File: config.mk
export PLATFORM = sky130hd
export DESIGN_NAME = sensor_power_standby_ctrl
export DESIGN_NICKNAME = d
export VERILOG_FILES = /design/src/hw/por_lock_timer.v /design/src/hw/sensor_power_standby_ctrl.v
export VERILOG_INCLUDE_DIRS = /design/src /design/src/hw
export SDC_FILE = /design/constraint.sdc
export NUM_CORES = 1
export LEC_CHECK = 0
export ABC_AREA = 1
export BUFFER_PORTS_ARGS = -buffer_cell sky130_fd_sc_hd__clkbuf_2
export CORE_ASPECT_RATIO = 0.9
export CORE_MARGIN = 2
export CORE_UTILIZATION = 59
export DETAILED_ROUTE_END_ITERATION = 10
export HOLD_SLACK_MARGIN = 0.06
export PLACE_DENSITY = 0.8
export SLEW_MARGIN = 20
export SYNTH_ARGS = -nofsm -noshare
export SYNTH_HDL_FRONTEND = slang
export SYNTH_HIERARCHICAL = 1
export SYNTH_SLANG_ARGS = --single-unit
File: constraint.sdc
create_clock -name clk -period 2.27 [get_ports clk]
set_input_delay 0.1135 -clock clk [delete_from_list [all_inputs] [get_ports clk]]
set_output_delay 0.1135 -clock clk [all_outputs]
set_load 0.03 [all_outputs]
File: src/hw/sensor_power_defs.vh
// register offsets, field positions, reset values and timing counts
// assumes the 20 MHz device clock; included by bare name in design files
`ifndef SENSOR_POWER_DEFS_VH
`define SENSOR_POWER_DEFS_VH

// ****************************************
// register offsets
// ****************************************
`define OFS_STREAM_MODE_CTRL 16'h0100
`define OFS_SOFT_RESET_CTRL 16'h0103
`define OFS_PAD_OUTPUT_ENABLE 16'h3002
`define OFS_PAD_OUTPUT_VALUE 16'h300d
`define OFS_PAD_OUTPUT_SELECT 16'h3010
`define OFS_PAD_DRIVE_STRENGTH 16'h3011

// ****************************************
// field positions
// ****************************************
`define BIT_STREAM_ON 0
`define BIT_SOFT_RESET 0
`define BIT_PAD_VSYNC 7
`define BIT_PAD_LINE_VALID 6
`define BIT_PAD_GPIO 0
`define DRIVE_HI 6
`define DRIVE_LO 5

// ****************************************
// reset values
// ****************************************
`define RST_STREAM_MODE_CTRL 8'h00
`define RST_PAD_OUTPUT_ENABLE 8'h00
`define RST_PAD_OUTPUT_VALUE 8'h00
`define RST_PAD_OUTPUT_SELECT 8'h00
`define RST_PAD_DRIVE_STRENGTH 8'h00

// ****************************************
// timing
// ****************************************
`define CLK_PERIOD_NS 50
`define CLOCK_LOCK_NS 200000
`define CLOCK_LOCK_CYCLES (`CLOCK_LOCK_NS / `CLK_PERIOD_NS)
`define FIRST_FRAME_NS 10000000
`define FIRST_FRAME_CYCLES (`FIRST_FRAME_NS / `CLK_PERIOD_NS)
`define POR_STRETCH_CYCLES 16
`define LINE_TIME_CYCLES 100

`endif

File: src/hw/por_lock_timer.v
// power-on reset stretcher and internal clock lock timer
// assumes coreSupplyGood is synchronous to clk and rises once supply is stable
`include "sensor_power_defs.vh"

module por_lock_timer
(
  // clock and reset
  input wire clk,
  input wire sys_rst,
  // pins and supply
  input wire shutdown_n,
  input wire powerdown_n,
  input wire coreSupplyGood,
  // status
  output reg porActive,
  output reg clockLocked
);

  // header counts are plain integers; cut to counter width on purpose
  localparam integer POR_CYCLES = `POR_STRETCH_CYCLES;
  localparam integer LOCK_CYCLES = `CLOCK_LOCK_CYCLES;
  localparam [4:0] POR_LAST = POR_CYCLES[4:0] - 5'h01;
  localparam [11:0] LOCK_LAST = LOCK_CYCLES[11:0] - 12'h001;

  reg [4:0] porCnt;
  reg [11:0] lockCnt;

  // ****************************************
  // power-on reset
  // ****************************************
  // held while the core supply is not good, then stretched a few cycles
  always @(posedge clk)
  begin
    if (sys_rst || !coreSupplyGood)
    begin
      porCnt <= 5'h00;
      porActive <= 1'b1;
    end
    else if (porCnt != POR_LAST)
    begin
      porCnt <= porCnt + 5'h01;
      porActive <= 1'b1;
    end
    else
    begin
      porActive <= 1'b0;
    end
  end

  // ****************************************
  // lock timer
  // ****************************************
  // either pin low halts the clock and clears the count
  always @(posedge clk or negedge shutdown_n)
  begin
    if (!shutdown_n)
    begin
      lockCnt <= 12'h000;
      clockLocked <= 1'b0;
    end
    else if (sys_rst || porActive || !powerdown_n)
    begin
      lockCnt <= 12'h000;
      clockLocked <= 1'b0;
    end
    else if (lockCnt != LOCK_LAST)
    begin
      lockCnt <= lockCnt + 12'h001;
      clockLocked <= 1'b0;
    end
    else
    begin
      clockLocked <= 1'b1;
    end
  end

endmodule

File: src/hw/sensor_power_standby_ctrl.v
// reset, standby and pad control of the image sensor
// assumes all inputs synchronous to clk; register port driven by the
// control bus slave, which this block enables or shuts off
`include "sensor_power_defs.vh"

// Operation
// - shutdown pin low resets the device asynchronously; host holds it 2 ms
// - internal clocks lock within 0.2 ms
// - first frame starts within 10 ms of streaming, plus exposure lines
// - standby request finishes the running frame first, else immediately
// - writing 1 to soft reset bit returns all registers to defaults
// - either pin low stops internal clock and clears internal counters
// - stream bit clear suspends activity, clock runs, registers kept
// - power-down pin standby gates clock, refuses bus, keeps registers and pads
// - shutdown standby powers down, resets registers, ignores the bus
// - after power-on reset device sits in software standby, bus active
// - internal power-on reset once the core supply is stable
// - two-bit field sets pad drive strength 1x to 4x
// - per-pad output enable bits, 0 input, 1 output
// - select bit makes sync pad drive its value register bit
// - MIPI output uses one, two or four lanes
// - in shutdown bus and sync pads float; after release MIPI pads drive high
module sensor_power_standby_ctrl
#(
  parameter FIRST_FRAME_CYCLES = `FIRST_FRAME_CYCLES,
  parameter LINE_CYCLES = `LINE_TIME_CYCLES
)
(
  // clock and reset
  input wire clk,
  input wire sys_rst,
  // power pins and supply
  input wire shutdown_n,
  input wire powerdown_n,
  input wire coreSupplyGood,
  // register port
  input wire regWrite,
  input wire regRead,
  input wire [15:0] regAddr,
  input wire [7:0] regWrData,
  output reg [7:0] regRdData,
  output reg regAck,
  output reg regRefused,
  // sensor core and MIPI side
  input wire frameInProgress,
  input wire frameEnd,
  input wire [15:0] exposureLines,
  input wire [1:0] laneSelect,
  output reg sensorActive,
  output reg frameStartGo,
  output reg swStandby,
  output reg hwStandby,
  output reg intClockRun,
  output reg [3:0] laneEnable,
  // video data path into pads
  input wire vsyncData,
  input wire lineValidData,
  // pads
  output reg vsyncOut,
  output reg vsyncOe,
  output reg lineValidOut,
  output reg lineValidOe,
  output reg gpioOut,
  output reg gpioOe,
  output reg [1:0] padDrive,
  output reg ctrlBusEnable,
  output reg mipiPadOe,
  output reg mipiPadIdleHigh
);

  // ****************************************
  // states and constants
  // ****************************************
  localparam [5:0] ST_HALT = 6'h01;
  localparam [5:0] ST_SWSTBY = 6'h02;
  localparam [5:0] ST_STARTDLY = 6'h04;
  localparam [5:0] ST_EXPDLY = 6'h08;
  localparam [5:0] ST_STREAM = 6'h10;
  localparam [5:0] ST_DRAIN = 6'h20;
  localparam [23:0] START_LAST = FIRST_FRAME_CYCLES[23:0] - 24'h000001;
  localparam [15:0] LINE_LAST = LINE_CYCLES[15:0] - 16'h0001;

  // 00 one lane, 01 two lanes, else four
  function [3:0] laneMask;
    input [1:0] sel;
    begin
      case (sel)
        2'h0: laneMask = 4'h1;
        2'h1: laneMask = 4'h3;
        default: laneMask = 4'hf;
      endcase
    end
  endfunction

  wire porActive;
  wire clockLocked;
  reg [7:0] streamCtrl;
  reg [7:0] padEnable;
  reg [7:0] padValue;
  reg [7:0] padSelect;
  reg [7:0] padStrength;
  reg softRst;
  reg [5:0] state;
  reg [5:0] next_state;
  reg [23:0] startCnt;
  reg [15:0] cycCnt;
  reg [15:0] lineCnt;
  wire busOpen;
  wire access;
  wire regRst;
  wire streamOn;

  por_lock_timer lockTimer
  (
    .clk(clk),
    .sys_rst(sys_rst),
    .shutdown_n(shutdown_n),
    .powerdown_n(powerdown_n),
    .coreSupplyGood(coreSupplyGood),
    .porActive(porActive),
    .clockLocked(clockLocked)
  );

  // the bus is open in software standby and beyond, never with a pin low
  assign busOpen = shutdown_n && powerdown_n && !porActive;
  assign access = regWrite || regRead;
  assign regRst = sys_rst || porActive || softRst;
  assign streamOn = streamCtrl[`BIT_STREAM_ON];

  // ****************************************
  // register file
  // ****************************************
  // shutdown clears asynchronously; power-down keeps contents untouched
  always @(posedge clk or negedge shutdown_n)
  begin
    if (!shutdown_n)
    begin
      streamCtrl <= `RST_STREAM_MODE_CTRL;
      padEnable <= `RST_PAD_OUTPUT_ENABLE;
      padValue <= `RST_PAD_OUTPUT_VALUE;
      padSelect <= `RST_PAD_OUTPUT_SELECT;
      padStrength <= `RST_PAD_DRIVE_STRENGTH;
      softRst <= 1'b0;
      regRdData <= 8'h00;
      regAck <= 1'b0;
      regRefused <= 1'b0;
    end
    else if (regRst)
    begin
      streamCtrl <= `RST_STREAM_MODE_CTRL;
      padEnable <= `RST_PAD_OUTPUT_ENABLE;
      padValue <= `RST_PAD_OUTPUT_VALUE;
      padSelect <= `RST_PAD_OUTPUT_SELECT;
      padStrength <= `RST_PAD_DRIVE_STRENGTH;
      softRst <= 1'b0;
      regRdData <= 8'h00;
      regAck <= 1'b0;
      regRefused <= access && !busOpen;
    end
    else
    begin
      regAck <= access && busOpen;
      regRefused <= access && !busOpen;
      softRst <= 1'b0;
      if (regWrite && busOpen)
      begin
        case (regAddr)
          `OFS_STREAM_MODE_CTRL: streamCtrl <= regWrData;
          `OFS_SOFT_RESET_CTRL: softRst <= regWrData[`BIT_SOFT_RESET];
          `OFS_PAD_OUTPUT_ENABLE: padEnable <= regWrData;
          `OFS_PAD_OUTPUT_VALUE: padValue <= regWrData;
          `OFS_PAD_OUTPUT_SELECT: padSelect <= regWrData;
          `OFS_PAD_DRIVE_STRENGTH: padStrength <= regWrData;
          default: softRst <= 1'b0;
        endcase
      end
      // soft reset bit is self-clearing and reads back as zero
      if (regRead && busOpen)
      begin
        case (regAddr)
          `OFS_STREAM_MODE_CTRL: regRdData <= streamCtrl;
          `OFS_PAD_OUTPUT_ENABLE: regRdData <= padEnable;
          `OFS_PAD_OUTPUT_VALUE: regRdData <= padValue;
          `OFS_PAD_OUTPUT_SELECT: regRdData <= padSelect;
          `OFS_PAD_DRIVE_STRENGTH: regRdData <= padStrength;
          default: regRdData <= 8'h00;
        endcase
      end
    end
  end

  // ****************************************
  // power mode sequencer
  // ****************************************
  // next state; halt whenever the internal clock is not locked
  always @*
  begin
    next_state = state;
    if (!clockLocked || !powerdown_n)
    begin
      next_state = ST_HALT;
    end
    else
    begin
      case (state)
        ST_HALT: next_state = ST_SWSTBY;
        ST_SWSTBY:
        begin
          if (streamOn)
            next_state = ST_STARTDLY;
        end
        ST_STARTDLY:
        begin
          if (!streamOn)
            next_state = ST_SWSTBY;
          else if (startCnt == START_LAST)
            next_state = ST_EXPDLY;
        end
        ST_EXPDLY:
        begin
          if (!streamOn)
            next_state = ST_SWSTBY;
          else if (lineCnt >= exposureLines)
            next_state = ST_STREAM;
        end
        ST_STREAM:
        begin
          // a frame on the wire is finished before standby
          if (!streamOn && frameInProgress && !frameEnd)
            next_state = ST_DRAIN;
          else if (!streamOn)
            next_state = ST_SWSTBY;
        end
        ST_DRAIN:
        begin
          if (frameEnd)
            next_state = ST_SWSTBY;
        end
        default: next_state = ST_HALT;
      endcase
    end
  end

  // state, delay counters and mode outputs
  always @(posedge clk or negedge shutdown_n)
  begin
    if (!shutdown_n)
    begin
      state <= ST_HALT;
      startCnt <= 24'h000000;
      cycCnt <= 16'h0000;
      lineCnt <= 16'h0000;
      sensorActive <= 1'b0;
      frameStartGo <= 1'b0;
      swStandby <= 1'b0;
      hwStandby <= 1'b1;
      intClockRun <= 1'b0;
    end
    else if (sys_rst || porActive)
    begin
      state <= ST_HALT;
      startCnt <= 24'h000000;
      cycCnt <= 16'h0000;
      lineCnt <= 16'h0000;
      sensorActive <= 1'b0;
      frameStartGo <= 1'b0;
      swStandby <= 1'b0;
      hwStandby <= 1'b1;
      intClockRun <= 1'b0;
    end
    else
    begin
      state <= next_state;
      // counters run only in their own state, so a pin drop clears them
      if (next_state == ST_STARTDLY && state == ST_STARTDLY)
        startCnt <= startCnt + 24'h000001;
      else
        startCnt <= 24'h000000;
      if (next_state == ST_EXPDLY && state == ST_EXPDLY)
      begin
        if (cycCnt == LINE_LAST)
        begin
          cycCnt <= 16'h0000;
          lineCnt <= lineCnt + 16'h0001;
        end
        else
        begin
          cycCnt <= cycCnt + 16'h0001;
        end
      end
      else
      begin
        cycCnt <= 16'h0000;
        lineCnt <= 16'h0000;
      end
      frameStartGo <= (state == ST_EXPDLY) && (next_state == ST_STREAM);
      sensorActive <= (next_state == ST_STREAM) || (next_state == ST_DRAIN);
      swStandby <= (next_state == ST_SWSTBY);
      hwStandby <= (next_state == ST_HALT);
      // clock keeps running in software standby, stops with a pin low or while the lock timer has not locked
      intClockRun <= powerdown_n && clockLocked;
    end
  end

  // ****************************************
  // pads
  // ****************************************
  // registers keep their values under power-down, so pads hold their level
  always @(posedge clk or negedge shutdown_n)
  begin
    if (!shutdown_n)
    begin
      vsyncOut <= 1'b0;
      vsyncOe <= 1'b0;
      lineValidOut <= 1'b0;
      lineValidOe <= 1'b0;
      gpioOut <= 1'b0;
      gpioOe <= 1'b0;
      padDrive <= 2'h0;
      ctrlBusEnable <= 1'b0;
      mipiPadOe <= 1'b0;
      mipiPadIdleHigh <= 1'b0;
      laneEnable <= 4'h0;
    end
    else
    begin
      vsyncOe <= padEnable[`BIT_PAD_VSYNC];
      lineValidOe <= padEnable[`BIT_PAD_LINE_VALID];
      gpioOe <= padEnable[`BIT_PAD_GPIO];
      vsyncOut <= padSelect[`BIT_PAD_VSYNC] ? padValue[`BIT_PAD_VSYNC] : vsyncData;
      lineValidOut <= padSelect[`BIT_PAD_LINE_VALID] ? padValue[`BIT_PAD_LINE_VALID] : lineValidData;
      gpioOut <= padValue[`BIT_PAD_GPIO];
      padDrive <= padStrength[`DRIVE_HI:`DRIVE_LO];
      ctrlBusEnable <= busOpen;
      mipiPadOe <= 1'b1;
      mipiPadIdleHigh <= !sensorActive;
      laneEnable <= laneMask(laneSelect);
    end
  end

endmodule

**After elaboration in Yosys (flattened, before gate mapping)**

Cells that the tools add are included.

- Flip-flop bits (word level): 152
- Latch bits: 0
- Bits in writable memories: 0
- Memory bits (read-only): 0
- Input bits: 53
- Output and inout port bits: 30
- Logic and storage cells: 158
- Memories: 0

- $add $sub $neg: 5
- Multiply operators: 0
- Divide/modulo/power cells: 0
- Order comparisons: 1
- Equal/unequal tests: 24
- Shift operators: 0
- Mux-type cells: 54
- Bitwise logic cells: 0
- Reductions and logical operators: 41

Operator list:

| operator | number |
|---|---|
| 2-to-1 mux 8 bit | 17 |
| 2-to-1 mux 16 bit | 6 |
| == test 16 x 14 -> 1 bit, second input constant | 4 |
| 2-to-1 mux 6 bit | 10 |
| 2-to-1 mux 24 bit | 2 |
| one-hot mux 8 bit (5 select lines) | 1 |
| one-hot mux 6 bit (6 select lines) | 1 |
| adder 16 x 1 -> 16 bit, second input constant | 2 |
| == test 16 x 9 -> 1 bit, second input constant | 2 |
| adder 24 x 1 -> 24 bit, second input constant | 1 |
| == test 24 x 18 -> 1 bit, second input constant | 1 |
| 2-to-1 mux 12 bit | 2 |
| == test 16 x 7 -> 1 bit, second input constant | 1 |
| greater-or-equal comparator 16 bit | 1 |
| nonzero test 2 bit | 8 |
| 2-to-1 mux 1 bit | 14 |
| adder 12 x 1 -> 12 bit, second input constant | 1 |
| == test 6 x 1 -> 1 bit, second input constant | 2 |
| == test 6 x 2 -> 1 bit, second input constant | 2 |
| == test 6 x 3 -> 1 bit, second input constant | 2 |
| == test 6 x 4 -> 1 bit, second input constant | 2 |
| == test 6 x 5 -> 1 bit, second input constant | 2 |
| == test 6 bit, second input constant | 2 |
| logical AND 1 bit | 12 |
| 10 further kinds | 27 |

**Depth between registers and ports, before layout**

Gate-level depths: netlist of the first run.

- Depth in word-level cells: 10
- Gate-level depth with buffers: 17
- Mapped depth without buffers: 16

**Hierarchy**

The synthesis of the first run kept the hierarchy.

Modules (own cells, without submodules):

| module | times used | cells an instance | area each (um2) | sequential area each (um2) |
|---|---|---|---|---|
| sensor_power_standby_ctrl | 1 | 804 | 6797.8 | 3280.6 |
| por_lock_timer | 1 | 150 | 1072.3 | 445.4 |

**Worst setup path after synthesis of the first run**

Ideal clock, no wire load.

- Path type: reg2reg
- Start point: reg lineCnt[3]
- End point: reg startCnt[10]
- Setup time: 0.086 ns
- Arrival: 1.843 ns
- Data required time: 2.184 ns
- Path slack: 0.341 ns
- Cell stages (with the launch flop): 14
- Path buffers: 1
- Clock period less this slack: 1.929 ns
- Path through: dfrtp_1 ha_1 a21oi_1 o21ai_0 nand2_1 nand3_1 nand2_1 nand2_1 o21ai_0 nand2_1 nand2_1 nand4_2 buf_2 nor3_1

- Word-level cells in the longest chain between the ends: 9

RTL lines:

| item | line | source |
|---|---|---|
| start, declared | sensor_power_standby_ctrl.v:107 | `reg [15:0] lineCnt;` |
| start signal, assigned | sensor_power_standby_ctrl.v:284 | `lineCnt <= lineCnt + 16'h0001;` |
| greater-or-equal comparator 16 bit | sensor_power_standby_ctrl.v:223 | `else if (lineCnt >= exposureLines)` |
| 2-to-1 mux 6 bit | sensor_power_standby_ctrl.v:223 |  |
| 2-to-1 mux 6 bit | sensor_power_standby_ctrl.v:221 | `if (!streamOn)` |
| one-hot mux 6 bit (6 select lines) | sensor_power_standby_ctrl.v:205 | `case (state)` |
| 2-to-1 mux 6 bit | sensor_power_standby_ctrl.v:199 | `if (!clockLocked \|\| !powerdown_n)` |
| == test 6 x 3 -> 1 bit | sensor_power_standby_ctrl.v:275 | `if (next_state == ST_STARTDLY && state == ST_STARTDLY)` |
| logical AND 1 bit | sensor_power_standby_ctrl.v:275 |  |
| 2-to-1 mux 24 bit | sensor_power_standby_ctrl.v:275 |  |
| 2-to-1 mux 24 bit | sensor_power_standby_ctrl.v:259 | `else if (sys_rst \|\| porActive)` |
| end signal, assigned | sensor_power_standby_ctrl.v:276 | `startCnt <= startCnt + 24'h000001;` |
| end, declared | sensor_power_standby_ctrl.v:105 | `reg [23:0] startCnt;` |

Every way passes these cells.
A chain may end at the register's enable or synchronous reset.

**Final worst setup path of the first run**

- Start point: reg lineCnt[13]
- End point: reg cycCnt[12]

- Word-level cells in the longest chain between the ends: 9

RTL lines:

| item | line | source |
|---|---|---|
| greater-or-equal comparator 16 bit | sensor_power_standby_ctrl.v:223 |  |
| 2-to-1 mux 6 bit | sensor_power_standby_ctrl.v:223 |  |
| 2-to-1 mux 6 bit | sensor_power_standby_ctrl.v:221 |  |
| one-hot mux 6 bit (6 select lines) | sensor_power_standby_ctrl.v:205 |  |
| 2-to-1 mux 6 bit | sensor_power_standby_ctrl.v:199 |  |
| == test 6 x 4 -> 1 bit | sensor_power_standby_ctrl.v:279 | `if (next_state == ST_EXPDLY && state == ST_EXPDLY)` |
| logical AND 1 bit | sensor_power_standby_ctrl.v:279 |  |
| 2-to-1 mux 16 bit | sensor_power_standby_ctrl.v:279 |  |
| 2-to-1 mux 16 bit | sensor_power_standby_ctrl.v:259 |  |
| end signal, assigned | sensor_power_standby_ctrl.v:288 | `cycCnt <= cycCnt + 16'h0001;` |
| end, declared | sensor_power_standby_ctrl.v:106 | `reg [15:0] cycCnt;` |

Every way passes these cells.

==> results of run 1 <==
[worst reg2reg max path: stages (launching register included)]
cell and delay, ps:
dfrtp_1 430, ha_1 310, a21oi_1 160, o21ai_0 110, nor2_1 160, nand2_1 110, nor2_1 90, nand3_1 70
nand2_1 80, nand2_2 70, nor2_4 230, buf_12 150, nand2_8 110, nor2_4 120
[routing by layer]
metal | global-route usage [%] | up-vias | part of all wire [%]
met4 | 10.6 | 0 | 2.0
met3 | 4.74 | 33 | 4.8
met5 | 0 | - | 0
met2 | 43.6 | 200 | 50
met1 | 35.3 | 3329 | 44
li1 | - | 3360 | -
[registers in the layout, indices dropped and copies added, names as in the netlist, 5 cells and up]
register	count
cycCnt	16
lineCnt	16
lockTimer/lockCnt	12
lockTimer/porCnt	5
padEnable	8
padSelect	8
padStrength	8
padValue	8
regRdData	8
startCnt	24
state	6
streamCtrl	8
[power by group]
part	internal (mW)	switching [mW]
Clock	1.67	1.26
Sequential	2.68	0.00304
Combinational	0.0806	0.123
[logic make-up (layout without fill, tap and decap cells)]
group | Yosys count | count (layout)
buffers and inverters | 148 | 289
xor gates and xnor gates | 29 | 29
adders and majority gates | 22 | 22
and+or+nand+nor | 491 | 492
AOI/OAI and AO/OA | 113 | 113
DFF | 150 | 150
other | 1 | 1
[path summary, 6_finish.rpt]
| path | end | slack (ps) | cells past startpoint |
|---|---|---|---|
| worst max register to register | cycCnt[12]$_DFF_PN0_ | 8 | 13 |
| min in group asynchronous | lockTimer/lockCnt[0]$_DFFE_PN0P_ | 300 | 3 |
| worst max-delay path | cycCnt[12]$_DFF_PN0_ | 8 | 13 |
| worst min register to register | gpioOut$_DFF_PN0_ | 410 | 0 |
| worst min-delay path | padStrength[3]$_DFFE_PN0P_ | 80 | 3 |
| max in group asynchronous | startCnt[21]$_DFF_PN0_ | 1310 | 3 |
[cell type report]
class,count,area (um^2)
Inverter,131,494
Tap cell,168,210
Clock buffer,17,425
Fill cell,1003,3690
Clock inverter,15,188
Sequential cell,150,3730
Timing Repair Buffer,126,836
Multi-Input combinational cell,657,3640
[Yosys cell counts, types with 3 or more instances]
| cell | instances |
|---|---|
| nand2_1 | 205 |
| dfrtp_1 | 142 |
| inv_1 | 120 |
| nor2_1 | 104 |
| o21ai_0 | 65 |
| nand3_1 | 56 |
| nand4_1 | 30 |
| a21oi_1 | 25 |
| nor3_1 | 24 |
| ha_1 | 22 |
| nor2_4 | 20 |
| xor2_1 | 20 |
| nor2_2 | 14 |
| inv_2 | 9 |
| xnor2_1 | 9 |
| buf_2 | 7 |
| nand2_2 | 7 |
| dfxtp_1 | 6 |
| o221ai_1 | 6 |
| nor3_2 | 5 |
| nor4_1 | 5 |
| o21ai_1 | 5 |
| o22ai_1 | 5 |
| clkbuf_1 | 4 |
| nand3_2 | 4 |
| buf_6 | 3 |
| nand4_2 | 3 |
[repair_timing]
item	in CTS	in global routing
hold endpoints to repair	181	0
setup endpoints to repair	0	57
resized for setup	0	19
setup buffers	0	11
hold buffers	19	0
[per-stage QoR]
stage	hold WS [ps]	setup TNS, ps	setup slack (ps)	cell area [um^2]	cells
2_1_floorplan	-182	0	341	7870	954
3_3_place_gp	231	0	207	8500	1201
3_5_place_dp	235	0	82.8	8500	1201
4_1_cts	63.2	0	74.2	9300	1252
5_1_grt	106	-2500	-132	9520	1264
6_report	78.2	0	8.37	9520	1264
==> results.toml, run 1 <==
[power]
power_density_mw_per_mm2 = 610
leakage_nw = 4.30
ir_drop_mv = 0.713
finalPower_mw = 5.81

[setup_path]
slowest_delay_ps = 430
startpoint_type = "flop"
crit_required_ps = 2630
r2r-start = "lineCnt[13]$_DFFE_PN0P_"
cp-startpoint = "lineCnt[13]$_DFFE_PN0P_"
cpLargestDelayFamily = "simple AND/OR/NAND/NOR gates"
arrival_ps = 2620
crit_type = "flop to flop"
cpMaxStageDelayCell = "dfrtp_1"
worst-path-buf-inv = 1
worst_setup_path_end_kind = "flop"
cp_max_fo = 8
crit_chain = "ha_1 -> a21oi_1 -> o21ai_0 -> nor2_1 -> nand2_1 -> nor2_1 -> nand3_1 -> nand2_1 -> nand2_2 -> nor2_4 -> buf_12 -> nand2_8 -> nor2_4"

[clock_tree]
cts-root-buf = "clkbuf_16"
cts_made_buffers = 17
path_clk_slew_ps = 60
h-tree-depth = 4
clk_latency_ps = 430
clk_path_buf_depth = 2
cts_sinks = 150
cts_tree = "done"

[detailed_routing]
postRouteAntennaNets = 0
routedWlPerCell_um = 14.7
wl_um = 18600
drcViolationCount = 0
vias = 6922
dr.pass1.iters = 5
viasPerCell = 5.48
drt_iter0_drc = 550

[yosys]
yosysWarnings = 6
synth_top_family_by_area = "simple AND/OR/NAND/NOR gates"
synth_simple_gate_area_share_pct = 30.3
yosysSeqAreaShare_pct = 47.3
synth_nets = 1029
synth-edff-count = 0
synthDistinctLibCells = 50
synth_flop_cell = "dfrtp_1"
post-synth-top-area-fraction_pct = 45.2
synth_xor_area_share_pct = 3.23
synth.largest_area_cell = "dfrtp_1"
synthAdderAreaFrac_pct = 3.50
synth_cells = 954
synth_mux_area_share_pct = 0
synthArstFlopShare_pct = 96.0
synth_area_mm2 = 0.00787
synth.area.top_cells = "dfrtp_1 45%, nand2_1 9.8%, inv_1 5.7%"
synth-seq-cells = 150
postSynthAreaPerCell_um2 = 8.25
synth_compound_area_share_pct = 7.84

[die]
num_rows = 40
io-pin-count = 83
coreArea_mm2 = 0.0132
die_w_um = 126
die_h_um = 114
initial_core_util_pct = 59.6
design.die.area_mm2 = 0.0143

[sta]
drv_slew = 0
fin_crit_sh_pct = 99.6
worst_pin_slew_ps = 964
fin_skew_ps = 8.05
slew_headroom_pct = 35.5
fin_crit_ps = 2260
setup_viol = 0
report.final.hold_viol_count = 0
max_freq_ghz = 0.442
rsz0062_at_grt = "yes"

[finish]
final_core_util_pct = 72.1
diodes = 0
layout_common_cells = "204 x nand2_1, 142 x dfrtp_1, 120 x inv_1"
drive_above_1_share_pct = 20.5
nets = 1158
area_growth_pct = 21.0
final_common_cell = "nand2_1"

[grt]
grt_max_degree = 145
antenna_found_initial = 0
grt_pass1_wl_um = 30500
grt_use_total_pct = 26.5
gr-total-overflow = 0
grt_pass1_vias = 6563

[placed_design]
gp_congestion = 0.879
hpwl_um = 12000
portBuffers = 82

[run_status]
run_status = "complete, no violations"

[worst_hold_path]
hp-start = "regWrData[3]"
hold_path.class = "input pin to flop"

[flow_run]
cap_violations = 0
Power figures use the tool's default switching activity.
==> run 2: changes to the inputs <==
--- a/config.mk
+++ b/config.mk
@@ -10,10 +10,12 @@
 export BUFFER_PORTS_ARGS = -buffer_cell sky130_fd_sc_hd__clkbuf_2
 export CORE_ASPECT_RATIO = 0.9
 export CORE_MARGIN = 2
-export CORE_UTILIZATION = 59
+export CORE_UTILIZATION = 60
+export CTS_BUF_LIST = sky130_fd_sc_hd__clkbuf_4 sky130_fd_sc_hd__clkbuf_8
 export DETAILED_ROUTE_END_ITERATION = 10
 export HOLD_SLACK_MARGIN = 0.06
-export PLACE_DENSITY = 0.8
+export PLACE_DENSITY = 0.81
+export RECOVER_POWER = 50
 export SLEW_MARGIN = 20
 export SYNTH_ARGS = -nofsm -noshare
 export SYNTH_HDL_FRONTEND = slang
==> run 2 against run 1 <==
Net effect:
- the run now ends with max-capacitance violations, max-slew violations left
- critical endpoint is now cycCnt[0]$_DFF_PN0_
- worst setup slack gained 140 ps
- critical path depth shrank 3
- fmax grew 6.4%
- critical path type unchanged
- combinational power shrank 2%
- non-clock buffer count shrank 5
- sequential power is essentially flat
==> results.toml, run 2 (synthesis gave the netlist of run 1 again) <==
[detailed_routing]
routedWlPerCell_um = 13.6
dr.pass1.iters = 5
wl_um = 17000
drcViolationCount = 0
postRouteAntennaNets = 0
drt_iter0_drc = 606
viasPerCell = 5.29
vias = 6633

[power]
power_density_mw_per_mm2 = 521
p_sw_mw = 1.17
finalPower_mw = 4.73
leakage_nw = 4.03
p_int_mw = 3.56
comb_power_share_pct = 4.2
switching_share_pct = 24.8
clkPwrFrac_pct = 39.2
seq_power_share_pct = 56.6
ir_drop_mv = 0.416

[finish]
nets = 1152
layout_common_cells = "205 x nand2_1, 141 x dfrtp_1, 120 x inv_1"
final_cell_count_no_fill = 1254
final_common_cell = "nand2_1"
area_growth_pct = 15.5
largest_register_ffs = 24
drive_above_1_share_pct = 16.5
regMostFlops = "startCnt"
largestRegisters = "startCnt: 24 flops, cycCnt: 16 flops, lineCnt: 16 flops"
diodes = 0

[setup_path]
r2r_cells = 10
reg2reg_to = "cycCnt[0]$_DFF_PN0_"
cpMaxStageDelayCell = "dfrtp_1"
crit_path_frequent_cell = "nand2_1"
r2r_setup_slack_ps = 140
crit_required_ps = 2650
worst-path-buf-inv = 0
crit_type = "flop to flop"
arrival_ps = 2500
r2r-start = "startCnt[16]$_DFF_PN0_"
cpLargestDelayFamily = "simple AND/OR/NAND/NOR gates"
cp_max_fo = 16
slowest_delay_ps = 440
worst_setup_path_end_kind = "flop"
startpoint_type = "flop"
crit_chain = "nand2_1 -> nor4_1 -> nand3_1 -> a21oi_2 -> nand2_1 -> nand2_1 -> nand2_2 -> nor2_4 -> nand2_8 -> nor2_1"

[sta]
max_freq_ghz = 0.470
report.final.hold_viol_count = 0
setup_ws_ps = 144
setup_tns_ps = 0
fin_crit_ps = 2130
fin_skew_ps = 12.7
worst_pin_slew_ps = 1820
setup_viol = 0
fin_crit_sh_pct = 93.7
slew_headroom_pct = -21.6
drv_slew = 146
hold_ws_ps = 139
rsz0062_at_grt = "yes"

[flow_run]
cap_violations = 2

[die]
coreArea_mm2 = 0.0127
die_w_um = 125
design.die.area_mm2 = 0.0141
io-pin-count = 83
die_h_um = 113
initial_core_util_pct = 61.8
num_rows = 39

[placed_design]
hpwl_um = 11900
gp_congestion = 0.900
portBuffers = 82
dp_worst_setup_slack_ps = 104
dp_cells = 1196

[grt]
grt_pass1_wl_um = 29100
grt_use_total_pct = 25.5
gr-total-overflow = 0
antenna_found_initial = 0
grt_pass1_vias = 6288
grt_max_degree = 77

[worst_hold_path]
hold_path.class = "input pin to flop"
hp-start = "sys_rst"
hold_depth = 4
whs_endpoint = "hwStandby$_DFF_PN1_"

[clock_tree]
clk_latency_ps = 450
clk_path_buf_depth = 2
cts_tree = "done"
cts_sinks = 150
h-tree-depth = 4
cts_made_buffers = 17
path_clk_slew_ps = 90
cts-root-buf = "clkbuf_8"

[run_status]
run_status = "complete, but fails checks"
violations = "max-capacitance violations, max-slew violations"
==> run 2: timing repair <==
action                     in CTS  in global routing
hold buffers                   22                  0
gates resized for setup         0                 13
buffers inserted                0                  4
setup endpoints to repair       0                 44
hold endpoints to repair      196                  0
==> run 2: layout make-up <==
| cell class | instances | area, um^2 |
|---|---|---|
| Timing Repair Buffer | 121 | 722 |
| Clock inverter | 13 | 101 |
| Multi-Input combinational cell | 656 | 3580 |
| Clock buffer | 19 | 255 |
| Sequential cell | 150 | 3730 |
| Fill cell | 1016 | 3650 |
| Tap cell | 164 | 205 |
| Inverter | 131 | 494 |
==> run 2: power by group through the flow <==
stage                     Clock (mW)  Combinational, mW  Sequential (mW)
after floorplan                    0             0.0482             2.74
after global routing            2.03              0.228             2.68
after CTS                       1.90              0.206             2.68
after global placement             0              0.174             2.73
after detailed placement           0              0.178             2.73
final                           1.86              0.200             2.68
==> run 2: worst max path at each step <==
stage | startpoint | to | slack [ps] | cells past startpoint
CTS | lineCnt[1]$_DFFE_PN0P_ | lineCnt[2]$_DFFE_PN0P_ | 80 | 14
global route | lineCnt[1]$_DFFE_PN0P_ | cycCnt[0]$_DFF_PN0_ | -60 | 14
detailed placement | lineCnt[7]$_DFFE_PN0P_ | startCnt[18]$_DFF_PN0_ | 100 | 12
global placement | lineCnt[9]$_DFFE_PN0P_ | cycCnt[0]$_DFF_PN0_ | 210 | 13
floorplan | lineCnt[3]$_DFFE_PN0P_ | startCnt[10]$_DFF_PN0_ | 340 | 13
finish | startCnt[16]$_DFF_PN0_ | cycCnt[0]$_DFF_PN0_ | 140 | 10
==> run 2: worst min-delay path, delay by kind of cell <==
family                 cells  cell delay, ps
buffers and inverters      2             300
AND/OR/NAND/NOR            2             140
==> run 2: per-stage QoR <==
stage                     utilization [%]  area [um^2]
after floorplan                         -         7870
after global placement               66.5         8480
after detailed placement             66.5         8480
after global routing                 71.3         9090
final                                71.3         9090
after CTS                            71.1         9050
==> run 2: per-layer routing <==
metal	track usage, %	up-vias	share of wire, %
met3	5.77	18	5.4
li1	-	3334	-
met1	34.7	3118	46
met5	0	-	0
met4	7.27	0	1.3
met2	41.5	163	48
